**config.mk**
```make
export PLATFORM = sky130hd
export DESIGN_NAME = det_timer
export DESIGN_NICKNAME = d
export VERILOG_FILES = /design/src/logic/det_edge_sync.v /design/src/logic/det_timer.v
export VERILOG_INCLUDE_DIRS = /design/src /design/src/logic
export SDC_FILE = /design/constraint.sdc
export NUM_CORES = 1
export LEC_CHECK = 0
export ABC_AREA = 1
export ABC_CLOCK_PERIOD_IN_PS = 5700
export BUFFER_PORTS_ARGS = -buffer_cell sky130_fd_sc_hd__buf_4
export CAP_MARGIN = 10
export CORE_MARGIN = 1.5
export CORE_UTILIZATION = 60
export DETAILED_ROUTE_END_ITERATION = 12
export GPL_TIMING_DRIVEN = 0
export PLACE_DENSITY = 0.94
export SYNTH_ARGS = -nofsm -noshare
export SYNTH_HDL_FRONTEND = slang
export SYNTH_SLANG_ARGS = --single-unit
```
**constraint.sdc**
```tcl
create_clock -name clk_sys_i -period 5.7 [get_ports clk_sys_i]
set_input_delay 1.425 -clock clk_sys_i [delete_from_list [all_inputs] [get_ports clk_sys_i]]
set_output_delay 1.425 -clock clk_sys_i [all_outputs]
set_load 0.02 [all_outputs]
```
**src/logic/det_map.vh**
```
`ifndef DET_MAP_VH
`define DET_MAP_VH
// Clock select codes
`define DET_CSEL_EVT_FALL 4'h0
`define DET_CSEL_EVT_RISE 4'h1
`define DET_CSEL_RST 4'h0
// Internal prescaler tap range: code 4..15 selects divide by 2^(code-4)
`define DET_CSEL_INT_MIN 4'h4
`define DET_PRESC_W 12
`define DET_CMP_RST 8'h00
`define DET_CNT_RST 8'h00
`endif

```
**src/logic/det_edge_sync.v**
```verilog
`timescale 1ns/1ps
`include "det_map.vh"
module det_edge_sync (
   input wire clk_sys_i,
   input wire srst_i,
   input wire ce_i,
   input wire pin_i,
   output wire rise_o,
   output wire fall_o
);
   reg meta_q;
   reg sync_q;
   reg prev_q;
   always @(posedge clk_sys_i) begin
      if (srst_i) begin
         meta_q <= 1'b0;
         sync_q <= 1'b0;
         prev_q <= 1'b0;
      end else if (ce_i) begin
         meta_q <= pin_i;
         sync_q <= meta_q;
         prev_q <= sync_q;
      end
   end
   // Edges seen only after two flops; first flop feeds nothing else
   assign rise_o = ce_i & sync_q & ~prev_q;
   assign fall_o = ce_i & ~sync_q & prev_q;
endmodule

```
**src/logic/det_timer.v**
```verilog
`timescale 1ns/1ps
`include "det_map.vh"
// Overview of operation
// - Starting the counter is not aligned to the count pulse, so the first match may come up to one count clock early, never late.
// - Each compare register accepts zero, which hit_at treats as a match on every tick.
// - In event counting with compare zero, every input pulse produces a match.
// - A compare value written below the current count is passed, the counter wraps through zero and matches on the next pass.
// - In event mode the counter steps on the external input edge chosen rising or falling by the clock select.
// - Outside cascade mode, on the tick that would bring the count to compare the counter clears to zero and a match request is raised.
// - In cascaded mode a low counter match still raises the low request and toggles the low output.
module det_timer #(
   parameter CNT_W = 8
) (
   // Clock, reset, enable
   input wire clk_sys_i,
   input wire srst_i,
   input wire ce_i,
   // Control
   input wire count_enable_bit_i,
   input wire cascade_i,
   input wire [3:0] clock_select_reg_i,
   input wire [3:0] high_clock_select_i,
   input wire low_compare_wr_i,
   input wire high_compare_wr_i,
   input wire [CNT_W-1:0] compare_wdata_i,
   // External pin
   input wire event_input_pin_i,
   // Outputs
   output reg [CNT_W-1:0] low_counter_o,
   output reg [CNT_W-1:0] high_counter_o,
   output reg [CNT_W-1:0] low_compare_o,
   output reg [CNT_W-1:0] high_compare_o,
   output reg low_match_irq_o,
   output reg high_match_irq_o,
   output reg low_timer_output_o,
   output reg high_timer_output_o
);
   // ************************************************
   // Count pulse sources
   // ************************************************
   wire evt_rise;
   wire evt_fall;
   reg [`DET_PRESC_W-1:0] presc_q;
   reg [`DET_PRESC_W-1:0] presc_prev_q;

   det_edge_sync u_sync (
      .clk_sys_i(clk_sys_i),
      .srst_i(srst_i),
      .ce_i(ce_i),
      .pin_i(event_input_pin_i),
      .rise_o(evt_rise),
      .fall_o(evt_fall)
   );

   // Free running prescaler: it is not cleared on start, hence the start error
   always @(posedge clk_sys_i) begin
      if (srst_i) begin
         presc_q <= {`DET_PRESC_W{1'b0}};
         presc_prev_q <= {`DET_PRESC_W{1'b0}};
      end else if (ce_i) begin
         presc_q <= presc_q + 1'b1;
         presc_prev_q <= presc_q;
      end
   end

   function tick_sel;
      input [3:0] sel;
      input rise;
      input fall;
      input [`DET_PRESC_W-1:0] cur;
      input [`DET_PRESC_W-1:0] prv;
      reg [3:0] tap;
      begin
         tap = sel - `DET_CSEL_INT_MIN;
         if (sel == `DET_CSEL_EVT_FALL) begin
            tick_sel = fall;
         end else if (sel == `DET_CSEL_EVT_RISE) begin
            tick_sel = rise;
         end else if (sel < `DET_CSEL_INT_MIN) begin
            tick_sel = 1'b0;
         end else if (tap == 4'h0) begin
            tick_sel = 1'b1;
         end else begin
            // Rising edge of prescaler bit tap-1 gives clk/2^tap
            tick_sel = cur[tap-4'h1] & ~prv[tap-4'h1];
         end
      end
   endfunction

   // ************************************************
   // Tick selection and match decode
   // ************************************************
   reg low_tick;
   reg high_tick_own;
   reg high_tick;
   reg low_hit;
   reg low_wrap;
   reg high_own_hit;
   reg cas_hit;
   reg high_hit;
   reg low_fire;

   reg [CNT_W-1:0] low_next;
   reg [CNT_W-1:0] high_next;

   // Zero compare matches every tick, so outside cascade mode the counter never leaves zero
   function hit_at;
      input [CNT_W-1:0] nxt;
      input [CNT_W-1:0] cmp;
      begin
         hit_at = (nxt == cmp) | (cmp == {CNT_W{1'b0}});
      end
   endfunction

   // Match is tested on the value reached after the tick, so the counter
   // clears instead of ever showing the compare value when not in cascade mode
   always @* begin
      low_tick = ce_i & count_enable_bit_i &
         tick_sel(clock_select_reg_i, evt_rise, evt_fall, presc_q, presc_prev_q);
      high_tick_own = ce_i & count_enable_bit_i &
         tick_sel(high_clock_select_i, evt_rise, evt_fall, presc_q, presc_prev_q);
      low_next = low_counter_o + {{(CNT_W-1){1'b0}}, 1'b1};
      high_next = high_counter_o + {{(CNT_W-1){1'b0}}, 1'b1};
      low_hit = hit_at(low_next, low_compare_o);
      low_wrap = (low_next == {CNT_W{1'b0}});
      high_own_hit = hit_at(high_next, high_compare_o);
      // 16-bit match needs both halves; the high half is compared as it stands
      cas_hit = low_tick & (low_next == low_compare_o) &
         (high_counter_o == high_compare_o);
      low_fire = low_tick & low_hit;
      if (cascade_i) begin
         // High steps only when the low half wraps
         high_tick = low_tick & low_wrap;
         high_hit = cas_hit;
      end else begin
         high_tick = high_tick_own;
         high_hit = high_tick_own & high_own_hit;
      end
   end

   // ************************************************
   // Compare registers
   // ************************************************
   always @(posedge clk_sys_i) begin
      if (srst_i) begin
         low_compare_o <= `DET_CMP_RST;
         high_compare_o <= `DET_CMP_RST;
      end else if (ce_i) begin
         // Any value including zero is stored; cascade writes rely on a stopped timer
         if (low_compare_wr_i) begin
            low_compare_o <= compare_wdata_i;
         end
         if (high_compare_wr_i) begin
            high_compare_o <= compare_wdata_i;
         end
      end
   end

   // ************************************************
   // Counters
   // ************************************************
   always @(posedge clk_sys_i) begin
      if (srst_i) begin
         low_counter_o <= `DET_CNT_RST;
         high_counter_o <= `DET_CNT_RST;
      end else if (ce_i) begin
         if (!count_enable_bit_i) begin
            // Stopping clears the counts, so a restart always begins from zero
            low_counter_o <= `DET_CNT_RST;
            high_counter_o <= `DET_CNT_RST;
         end else if (cascade_i) begin
            if (cas_hit) begin
               low_counter_o <= `DET_CNT_RST;
               high_counter_o <= `DET_CNT_RST;
            end else if (low_tick) begin
               low_counter_o <= low_next;
               if (high_tick) begin
                  high_counter_o <= high_next;
               end
            end
         end else begin
            // A compare lowered below the count is passed; the count wraps through zero
            if (low_fire) begin
               low_counter_o <= `DET_CNT_RST;
            end else if (low_tick) begin
               low_counter_o <= low_next;
            end
            if (high_hit) begin
               high_counter_o <= `DET_CNT_RST;
            end else if (high_tick) begin
               high_counter_o <= high_next;
            end
         end
      end
   end

   // ************************************************
   // Match requests and output toggles
   // ************************************************
   always @(posedge clk_sys_i) begin
      if (srst_i) begin
         low_match_irq_o <= 1'b0;
         high_match_irq_o <= 1'b0;
         low_timer_output_o <= 1'b0;
         high_timer_output_o <= 1'b0;
      end else if (ce_i) begin
         // High for one cycle per match, back-to-back matches hold them high; the low half still reports in cascade mode
         low_match_irq_o <= low_fire;
         high_match_irq_o <= high_hit;
         if (low_fire) begin
            low_timer_output_o <= ~low_timer_output_o;
         end
         if (high_hit) begin
            high_timer_output_o <= ~high_timer_output_o;
         end
      end
   end
endmodule

```
==> metrics.csv, run 1 <==
metric,value,unit
htreeDepth,3,
setup_viol,0,
placement_rows,28,
place_ws,2.11,ns
antenna_found_initial,0,
cp-end-kind,flip-flop,
crit_required,5.95,ns
power,0.00104,W
die_w,81.8,um
hold_violations,0,
synth_nets,590,
yosysTopAreaCell,dfxtp_1,
finalMaxSlewViolations,0,
vias,4123,
critical_path.cell_chain,buf_4 -> inv_2 -> ha_1 -> inv_1 -> nand3_1 -> nand3_1 -> nand2_1 -> nor3_1 -> nor2_1 -> a21oi_1 -> inv_1 -> nand2_2 -> buf_6 -> nand2_1 -> o21ai_0 -> nor2_1,
synth.avg_cell_area,6.72,um^2
p_leak,1.90,nW
cts_buffers,9,
crit_slowest_cell,ha_1,
avgRoutedWirePerCell,15.0,um
ys_async_sr_fraction,0,%
drt_iter0_markers,288,
hpwlAfterDp,7.73,mm
cts_buffer_depth,2,
worstPathArrival,3.55,ns
tightestPinTransition,0.662,ns
cp-start-kind,primary input,
max_slew_margin,55.9,%
syn_to_final_growth,19.4,%
grt_use_total,32.1,%
synth_top_area_share,33.8,%
die_h,81.8,um
skew,0.00695,ns
synth_compound_area_share,17.0,%
post-route-min-period,3.30,ns
cts_root_buffer,clkbuf_8,
post_cts_resized,0,
synth_area_leaders,"dfxtp_1 34%, nand2_1 11%, nand3_1 7.0%",
layout_setup_ws,2.40,ns
maxCapViolations,0,
grt_pass1_wl,16.5,mm
cpLargestDelayFamily,simple AND/OR/NAND/NOR gates,
stdcell_count,704,
drt-total-wl,10.5,mm
status,finished clean,
cts.sinks,63,
rsz0062_at_grt,no,
fill_cells,474,
worst_path_largest_cell_delay,0.36,ns
worstSkewPairLatency,0.36,ns
drc_errors,0,
p_per_area,234,nW/um^2
synth-edff-count,0,
ys_seq_area_share,33.8,%
core,5960,um^2
synth_most_common_cell,nand2_1,
antenna_cells,0,
vias_per_cell,5.86,
crit_fanout,10,
synthAdderAreaFrac,3.69,%
first_global_vias,3647,
yosysUniqueCellTypes,37,
io_buffers,59,
ys_ff_latch,63,
ctsHoldBuffers,0,
initial_core_util,62.6,%
muxShareOfSynthArea,0,%
syn_area,3730,um^2
peakVddDrop,0.167,mV
min_path_type,reg -> reg,
gp_congestion,0.921,
netlist_instances,555,
max_freq,0.303,GHz
io_pins,60,
synth_common_cells,"114 x nand2_1, 69 x inv_1, 63 x dfxtp_1",
synthSimpleGateAreaFrac,31.8,%
synth-xor-area-share,4.46,%
dr.pass1.iters,5,
final_layout_size_suffix_gt1_share,16.9,%
setup_tns,0,ns
dieArea,6700,um^2
critPathBufInv,5,
synth_flop_cell,dfxtp_1,
cts_tree,built,
grt_max_degree,12,
clk_pin_slew,0.08,ns
ys_warn_count,0,
worst-setup-path-type,in -> reg,
dp.cells,689,
ant_nets,0,
nets,660,
period_share,57.9,%
grt_overflow,0,
synth_top_family_by_area,simple AND/OR/NAND/NOR gates,
post_cts_buffers,0,
[stage by stage]
stage | cell area (um^2) | utilization (%) | hold WS [ns]
2_1_floorplan | 3730 | - | 0.433
6_report | 4450 | 74.7 | 0.474
3_5_place_dp | 4270 | 71.6 | 0.454
5_1_grt | 4450 | 74.7 | 0.495
3_3_place_gp | 4270 | 71.6 | 0.440
4_1_cts | 4450 | 74.7 | 0.476
[routing by layer]
metal,wire [um],share of wire (%),vias up,GRT usage (%)
met3,775,7.4,54,5.11
met2,5040,48,184,54.3
li1,-,-,1973,-
met4,450,4.3,0,19.2
met1,4270,41,1912,38.0
met5,0,0,-,0
[flip-flops by register name, indices dropped and copies added (netlist names)]
signal,cells
high_counter_o,8
u_sync.meta_q,1
u_sync.prev_q,1
low_match_irq_o,1
high_timer_output_o,1
high_compare_o,8
low_timer_output_o,1
presc_q,12
u_sync.sync_q,1
high_match_irq_o,1
presc_prev_q,12
low_counter_o,8
low_compare_o,8
[layout make-up]
cell class	count	area [um^2]	area share [%]
Multi-Input combinational cell	404	2130	47.8
Sequential cell	63	1260	28.3
Timing Repair Buffer	59	443	9.95
Inverter	74	278	6.24
Clock buffer	9	124	2.78
Tap cell	75	93.8	2.11
Buffer	14	65.1	1.46
Clock inverter	6	61.3	1.38
[cell families (layout without fill, tap and decap cells)]
family / Yosys count / count (layout)
and+or+nand+nor: 258 / 258
AOI/OAI and AO/OA: 116 / 116
adders and majority gates: 11 / 11
DFF: 63 / 63
buffers and inverters: 88 / 162
xor gates and xnor gates: 19 / 19
[placed cells by master, fill, tap and decap left out, types with 8 or more instances in the layout]
cell and count:
o21ai_0 52, clkbuf_8 9, ha_1 11, nand4_1 11
xor2_1 11, inv_1 69, clkbuf_1 11, buf_4 60
nand2_1 114, nand3_1 52, dfxtp_1 63, xnor2_1 8
a21oi_1 45, nor2_1 48
[power by group]
part | switching [W] | internal (W) | total (W) | leakage (nW)
sequential | 0.0000183 | 0.000457 | 0.000475 | 0.514
clock | 0.000190 | 0.000199 | 0.000388 | 0.0953
combinational | 0.000111 | 0.0000689 | 0.000179 | 1.29
total | 0.000319 | 0.000724 | 0.00104 | 1.90
[worst min-delay path, delay by kind of cell (launching register included)]
kind	cells	cell delay (ns)
flops	1	0.32
compound gates	1	0.05
simple gates	1	0.06
[path summary, 6_finish.rpt]
path	from	end	slack [ns]	cells past startpoint
worst max-delay path	high_clock_select_i[0]	high_counter_o[4]	2.40	16
worst min-delay path	presc_prev_q[8]	presc_prev_q[8]	0.47	2
worst max register to register	low_counter_o[0]	low_counter_o[4]	3.43	11
worst min register to register	presc_prev_q[8]	presc_prev_q[8]	0.47	2
No activity file was read; power rests on OpenSTA's default activity.
==> inputs of run 2 (changes only) <==
--- a/config.mk
+++ b/config.mk
@@ -7,14 +7,14 @@
 export NUM_CORES = 1
 export LEC_CHECK = 0
 export ABC_AREA = 1
-export ABC_CLOCK_PERIOD_IN_PS = 5700
+export ABC_CLOCK_PERIOD_IN_PS = 3100
 export BUFFER_PORTS_ARGS = -buffer_cell sky130_fd_sc_hd__buf_4
 export CAP_MARGIN = 10
 export CORE_MARGIN = 1.5
-export CORE_UTILIZATION = 60
+export CORE_UTILIZATION = 57
 export DETAILED_ROUTE_END_ITERATION = 12
 export GPL_TIMING_DRIVEN = 0
-export PLACE_DENSITY = 0.94
+export PLACE_DENSITY = 0.9
 export SYNTH_ARGS = -nofsm -noshare
 export SYNTH_HDL_FRONTEND = slang
 export SYNTH_SLANG_ARGS = --single-unit
==> constraint.sdc (replaced) <==
create_clock -name clk_sys_i -period 3.1 [get_ports clk_sys_i]
set_input_delay 0.775 -clock clk_sys_i [delete_from_list [all_inputs] [get_ports clk_sys_i]]
set_output_delay 0.775 -clock clk_sys_i [all_outputs]
set_load 0.02 [all_outputs]
==> metrics.csv, run 2 (synthesized netlist as in run 1, its figures left out) <==
metric,value,unit
power,0.00191,W
io_buffers,59,
setup_tns,0,ns
final_layout_size_suffix_gt1_share,17.0,%
avgRoutedWirePerCell,14.2,um
finalMaxSlewViolations,0,
grt_pass1_wl,16.7,mm
status,finished clean,
post_cts_resized,0,
setup_viol,0,
grt_max_degree,12,
hpwlAfterDp,7.67,mm
cts_buffers,9,
grt_overflow,0,
syn_to_final_growth,19.8,%
maxCapViolations,0,
grt_use_total,29.2,%
cts_tree,built,
max_freq,0.387,GHz
cts.sinks,63,
seq_power_share,45.7,%
switching_share,29.1,%
p_int,0.00136,W
crit_required,3.34,ns
peakVddDrop,0.426,mV
placement_rows,29,
combPwrFrac,17.0,%
drc_errors,0,
critical_path.cell_chain,buf_4 -> inv_2 -> ha_1 -> inv_1 -> nand3_1 -> nand3_1 -> nand2_1 -> nand2_1 -> nand3_2 -> a21boi_4 -> nand3_2 -> nand2_2 -> buf_6 -> nand2_1 -> o21ai_0 -> nor2_1,
post-route-min-period,2.59,ns
cp-end-kind,flip-flop,
drt-total-wl,10.1,mm
ant_nets,0,
min_path_type,reg -> reg,
worstSkewPairLatency,0.35,ns
ctsHoldBuffers,0,
period_share,83.5,%
antenna_found_initial,0,
die_w,83.9,um
layout_common_cells,"114 x nand2_1, 69 x inv_1, 63 x dfxtp_1",
gp_congestion,0.926,
post_cts_buffers,0,
drt_iter0_markers,337,
cpMostUsedCell,nand2_1,
critPathBufInv,4,
nets,660,
worst_path_largest_cell_delay,0.37,ns
dieArea,7040,um^2
crit_fanout,10,
crit_slowest_cell,ha_1,
p_sw,0.000556,W
clk_pin_slew,0.07,ns
io_pins,60,
skew,0.00769,ns
cts_root_buffer,clkbuf_8,
initial_core_util,58.7,%
whs,0.465,ns
tightestPinTransition,0.544,ns
die_h,83.9,um
core,6350,um^2
first_global_vias,3808,
cpLargestDelayFamily,simple AND/OR/NAND/NOR gates,
antenna_cells,0,
cp-start-kind,primary input,
reg.largest.list,"presc_prev_q (12), presc_q (12)",
cts_buffer_depth,2,
p_per_area,428,nW/um^2
p_clk_share,37.3,%
worst-setup-path-type,in -> reg,
vias_per_cell,5.72,
r2r_slack,0.81,ns
p_leak,1.90,nW
rsz0062_at_grt,no,
htreeDepth,3,
hold_violations,0,
worstPathArrival,2.83,ns
vias,4043,
dr.pass1.iters,5,
layout_commonest_cell,nand2_1,
max_slew_margin,63.7,%
run 2: changes by cell type in the layout (fill, tap and decap cells not counted), sizes merged:
cell,previous run,this run
clkinvlp,1,2
clkbuf,20,21
inv,75,74
run 2: power by group through the flow:
stage          registers, W  logic (W)  clock network [W]
5_1_grt            0.000878   0.000362           0.000756
3_3_place_gp       0.000890   0.000311                  0
3_5_place_dp       0.000891   0.000320                  0
6_report           0.000874   0.000325           0.000713
2_1_floorplan      0.000905   0.000190                  0
4_1_cts            0.000873   0.000322           0.000721
run 2: per-stage QoR:
stage               util (%)  instances  cell area, um^2  setup WS, ns
floorplan                  -        555             3730         0.663
global placement        67.2        691             4270         0.232
detailed placement      67.2        691             4270         0.210
CTS                     70.3        707             4470         0.556
global route            70.3        707             4470         0.266
finish                  70.3        707             4470         0.513
run 2: area by class of cell:
class / instances / area [um^2]
fillers: 521 / 1880
clock inverters: 6 / 60.1
multi-input cells: 404 / 2130
plain buffers: 14 / 65.1
repair buffers: 59 / 443
flip-flops and latches: 63 / 1260
well taps: 77 / 96.3
clock buffers: 10 / 138
inverters: 74 / 278
run 2: layer usage:
metal	share of wire, %	global-route usage (%)	vias up
met5	0	0	-
met4	3.0	15.8	0
met3	6.5	6.63	34
met2	49	48.8	158
met1	42	34.5	1876
li1	-	-	1975
run 2: path summary, 6_finish.rpt:
| kind | endpoint | depth (start not counted) | from |
|---|---|---|---|
| max | high_counter_o[4] | 16 | clock_select_reg_i[0] |
| min | presc_prev_q[8] | 2 | presc_prev_q[8] |
| max reg2reg | high_counter_o[0] | 15 | high_counter_o[0] |
| min reg2reg | presc_prev_q[8] | 2 | presc_prev_q[8] |
run 2: tightest hold or removal path, delay by kind of cell, from the launching register on:
kind / cells / cell delay, ns
DFF: 1 / 0.31
AOI/OAI and AO/OA: 1 / 0.05
and+or+nand+nor: 1 / 0.06
==> inputs of run 3 (changes only) <==
--- a/config.mk
+++ b/config.mk
@@ -7,7 +7,7 @@
 export NUM_CORES = 1
 export LEC_CHECK = 0
 export ABC_AREA = 1
-export ABC_CLOCK_PERIOD_IN_PS = 3100
+export ABC_CLOCK_PERIOD_IN_PS = 2560
 export BUFFER_PORTS_ARGS = -buffer_cell sky130_fd_sc_hd__buf_4
 export CAP_MARGIN = 10
 export CORE_MARGIN = 1.5
==> constraint.sdc (replaced) <==
create_clock -name clk_sys_i -period 2.56 [get_ports clk_sys_i]
set_input_delay 0.64 -clock clk_sys_i [delete_from_list [all_inputs] [get_ports clk_sys_i]]
set_output_delay 0.64 -clock clk_sys_i [all_outputs]
set_load 0.02 [all_outputs]
==> metrics.csv, run 3 (synthesized netlist as in run 1, its figures left out) <==
metric,value,unit
dr.pass1.iters,5,
initial_core_util,58.7,%
drt_iter0_markers,320,
vias_per_cell,5.73,
p_per_area,516,nW/um^2
io_buffers,59,
nets,664,
peakVddDrop,0.520,mV
die_w,83.9,um
dpl-instance-area,4270,um^2
status,finished clean,
max_slew_margin,62.7,%
drc_errors,0,
layout_commonest_cell,nand2_1,
final_layout_size_suffix_gt1_share,17.7,%
multi_input_area,2130,um^2
grt_max_degree,12,
fill_cells,510,
maxCapViolations,0,
hold_violations,0,
grt_use_total,29.2,%
antenna_found_initial,0,
reg2reg_depth,15,
ant_nets,0,
cts.sinks,63,
die_h,83.9,um
cpMostUsedCell,nand2_1,
grt_overflow,0,
skew,0.00874,ns
path_depth,16,
worstPathArrival,2.62,ns
avgRoutedWirePerCell,14.3,um
htreeDepth,3,
cts_buffers,9,
layout_common_cells,"114 x nand2_1, 69 x inv_1, 64 x buf_4",
clk_pin_slew,0.07,ns
rsz0062_at_grt,no,
cts_root_buffer,clkbuf_8,
min_path_cells,2,
tightestPinTransition,0.560,ns
grt_pass1_wl,16.7,mm
critical_path.cell_chain,buf_4 -> inv_2 -> ha_1 -> inv_1 -> nand3_1 -> nand3_1 -> nand2_1 -> nand2_1 -> nand3_2 -> a21boi_4 -> nand3_2 -> nand2_2 -> buf_6 -> nand2_1 -> o21ai_0 -> nor2_1,
reg.largest.list,"presc_prev_q (12), presc_q (12)",
crit_slowest_cell,ha_1,
io_pins,60,
regArea,1260,um^2
hpwlAfterDp,7.67,mm
worst-setup-path-type,in -> reg,
design_area,4500,um^2
crit_required,2.80,ns
cp-end-kind,flip-flop,
setup_viol,0,
p_leak,1.93,nW
min_path_type,reg -> reg,
first_global_vias,3808,
syn_to_final_growth,20.7,%
cp-start-kind,primary input,
antenna_cells,0,
vias,4071,
cpLargestDelayFamily,simple AND/OR/NAND/NOR gates,
cts_tree,built,
max_freq,0.421,GHz
dieArea,7040,um^2
cts_buffer_depth,2,
period_share,92.9,%
post-route-min-period,2.38,ns
finalMaxSlewViolations,0,
crit_fanout,10,
placement_rows,29,
power,0.00232,W
drt-total-wl,10.2,mm
core,6350,um^2
gp_congestion,0.926,
whs,0.470,ns
critPathBufInv,4,
worstSkewPairLatency,0.35,ns
worst_path_largest_cell_delay,0.37,ns
run 3: timing repair:
| item | in CTS | in global routing |
|---|---|---|
| hold buffers | 0 | 0 |
| setup endpoints to repair | 0 | 8 |
| resized for setup | 0 | 1 |
| buffers inserted | 0 | 4 |
run 3: area by class of cell:
| class | count | share of cell area, % |
|---|---|---|
| Clock buffer | 10 | 3.06 |
| Inverter | 74 | 6.17 |
| Sequential cell | 63 | 28.0 |
| Timing Repair Buffer | 63 | 10.5 |
| Buffer | 14 | 1.45 |
| Multi-Input combinational cell | 404 | 47.3 |
| Tap cell | 77 | 2.14 |
| Clock inverter | 6 | 1.33 |
run 3: worst reg2reg max path: stages, from the launching register on:
cell	delay, ns
dfxtp_1	0.47
ha_1	0.24
nand3_1	0.13
nor2_1	0.12
nand2_1	0.08
xor2_1	0.30
inv_1	0.09
nand2_1	0.07
nand2_1	0.05
nand3_1	0.07
nand2_1	0.10
nand2_1	0.10
nand3_2	0.08
nand2_2	0.13
nand2_4	0.08
nor2_1	0.10
run 3: worst paths after layout:
| kind | from | to | slack [ns] |
|---|---|---|---|
| max | clock_select_reg_i[0] | high_counter_o[4] | 0.18 |
| min | presc_prev_q[8] | presc_prev_q[8] | 0.47 |
| max reg2reg | high_counter_o[0] | high_counter_o[1] | 0.28 |
| min reg2reg | presc_prev_q[8] | presc_prev_q[8] | 0.47 |
run 3: power by group:
part / total (W) / switching (W) / internal, W / leakage (nW)
Sequential: 0.00106 / 0.0000403 / 0.00102 / 0.514
Combinational: 0.000400 / 0.000243 / 0.000157 / 1.31
Clock: 0.000864 / 0.000394 / 0.000470 / 0.0981
Total: 0.00232 / 0.000677 / 0.00165 / 1.93
run 3: metal layers:
metal	track usage (%)	routed length (um)
met1	34.5	4160
met2	48.8	4920
met3	6.63	720
met4	15.8	357
met5	0	0
run 3: stage by stage:
| stage | util [%] | TNS, ns | setup WS [ns] | std cells |
|---|---|---|---|---|
| after floorplan | - | 0 | 0.258 | 555 |
| after global routing | 70.9 | 0 | 0.00459 | 711 |
| after CTS | 70.3 | 0 | 0.151 | 707 |
| final | 70.9 | 0 | 0.183 | 711 |
| after detailed placement | 67.2 | -1.60 | -0.195 | 691 |
| after global placement | 67.2 | -1.35 | -0.173 | 691 |
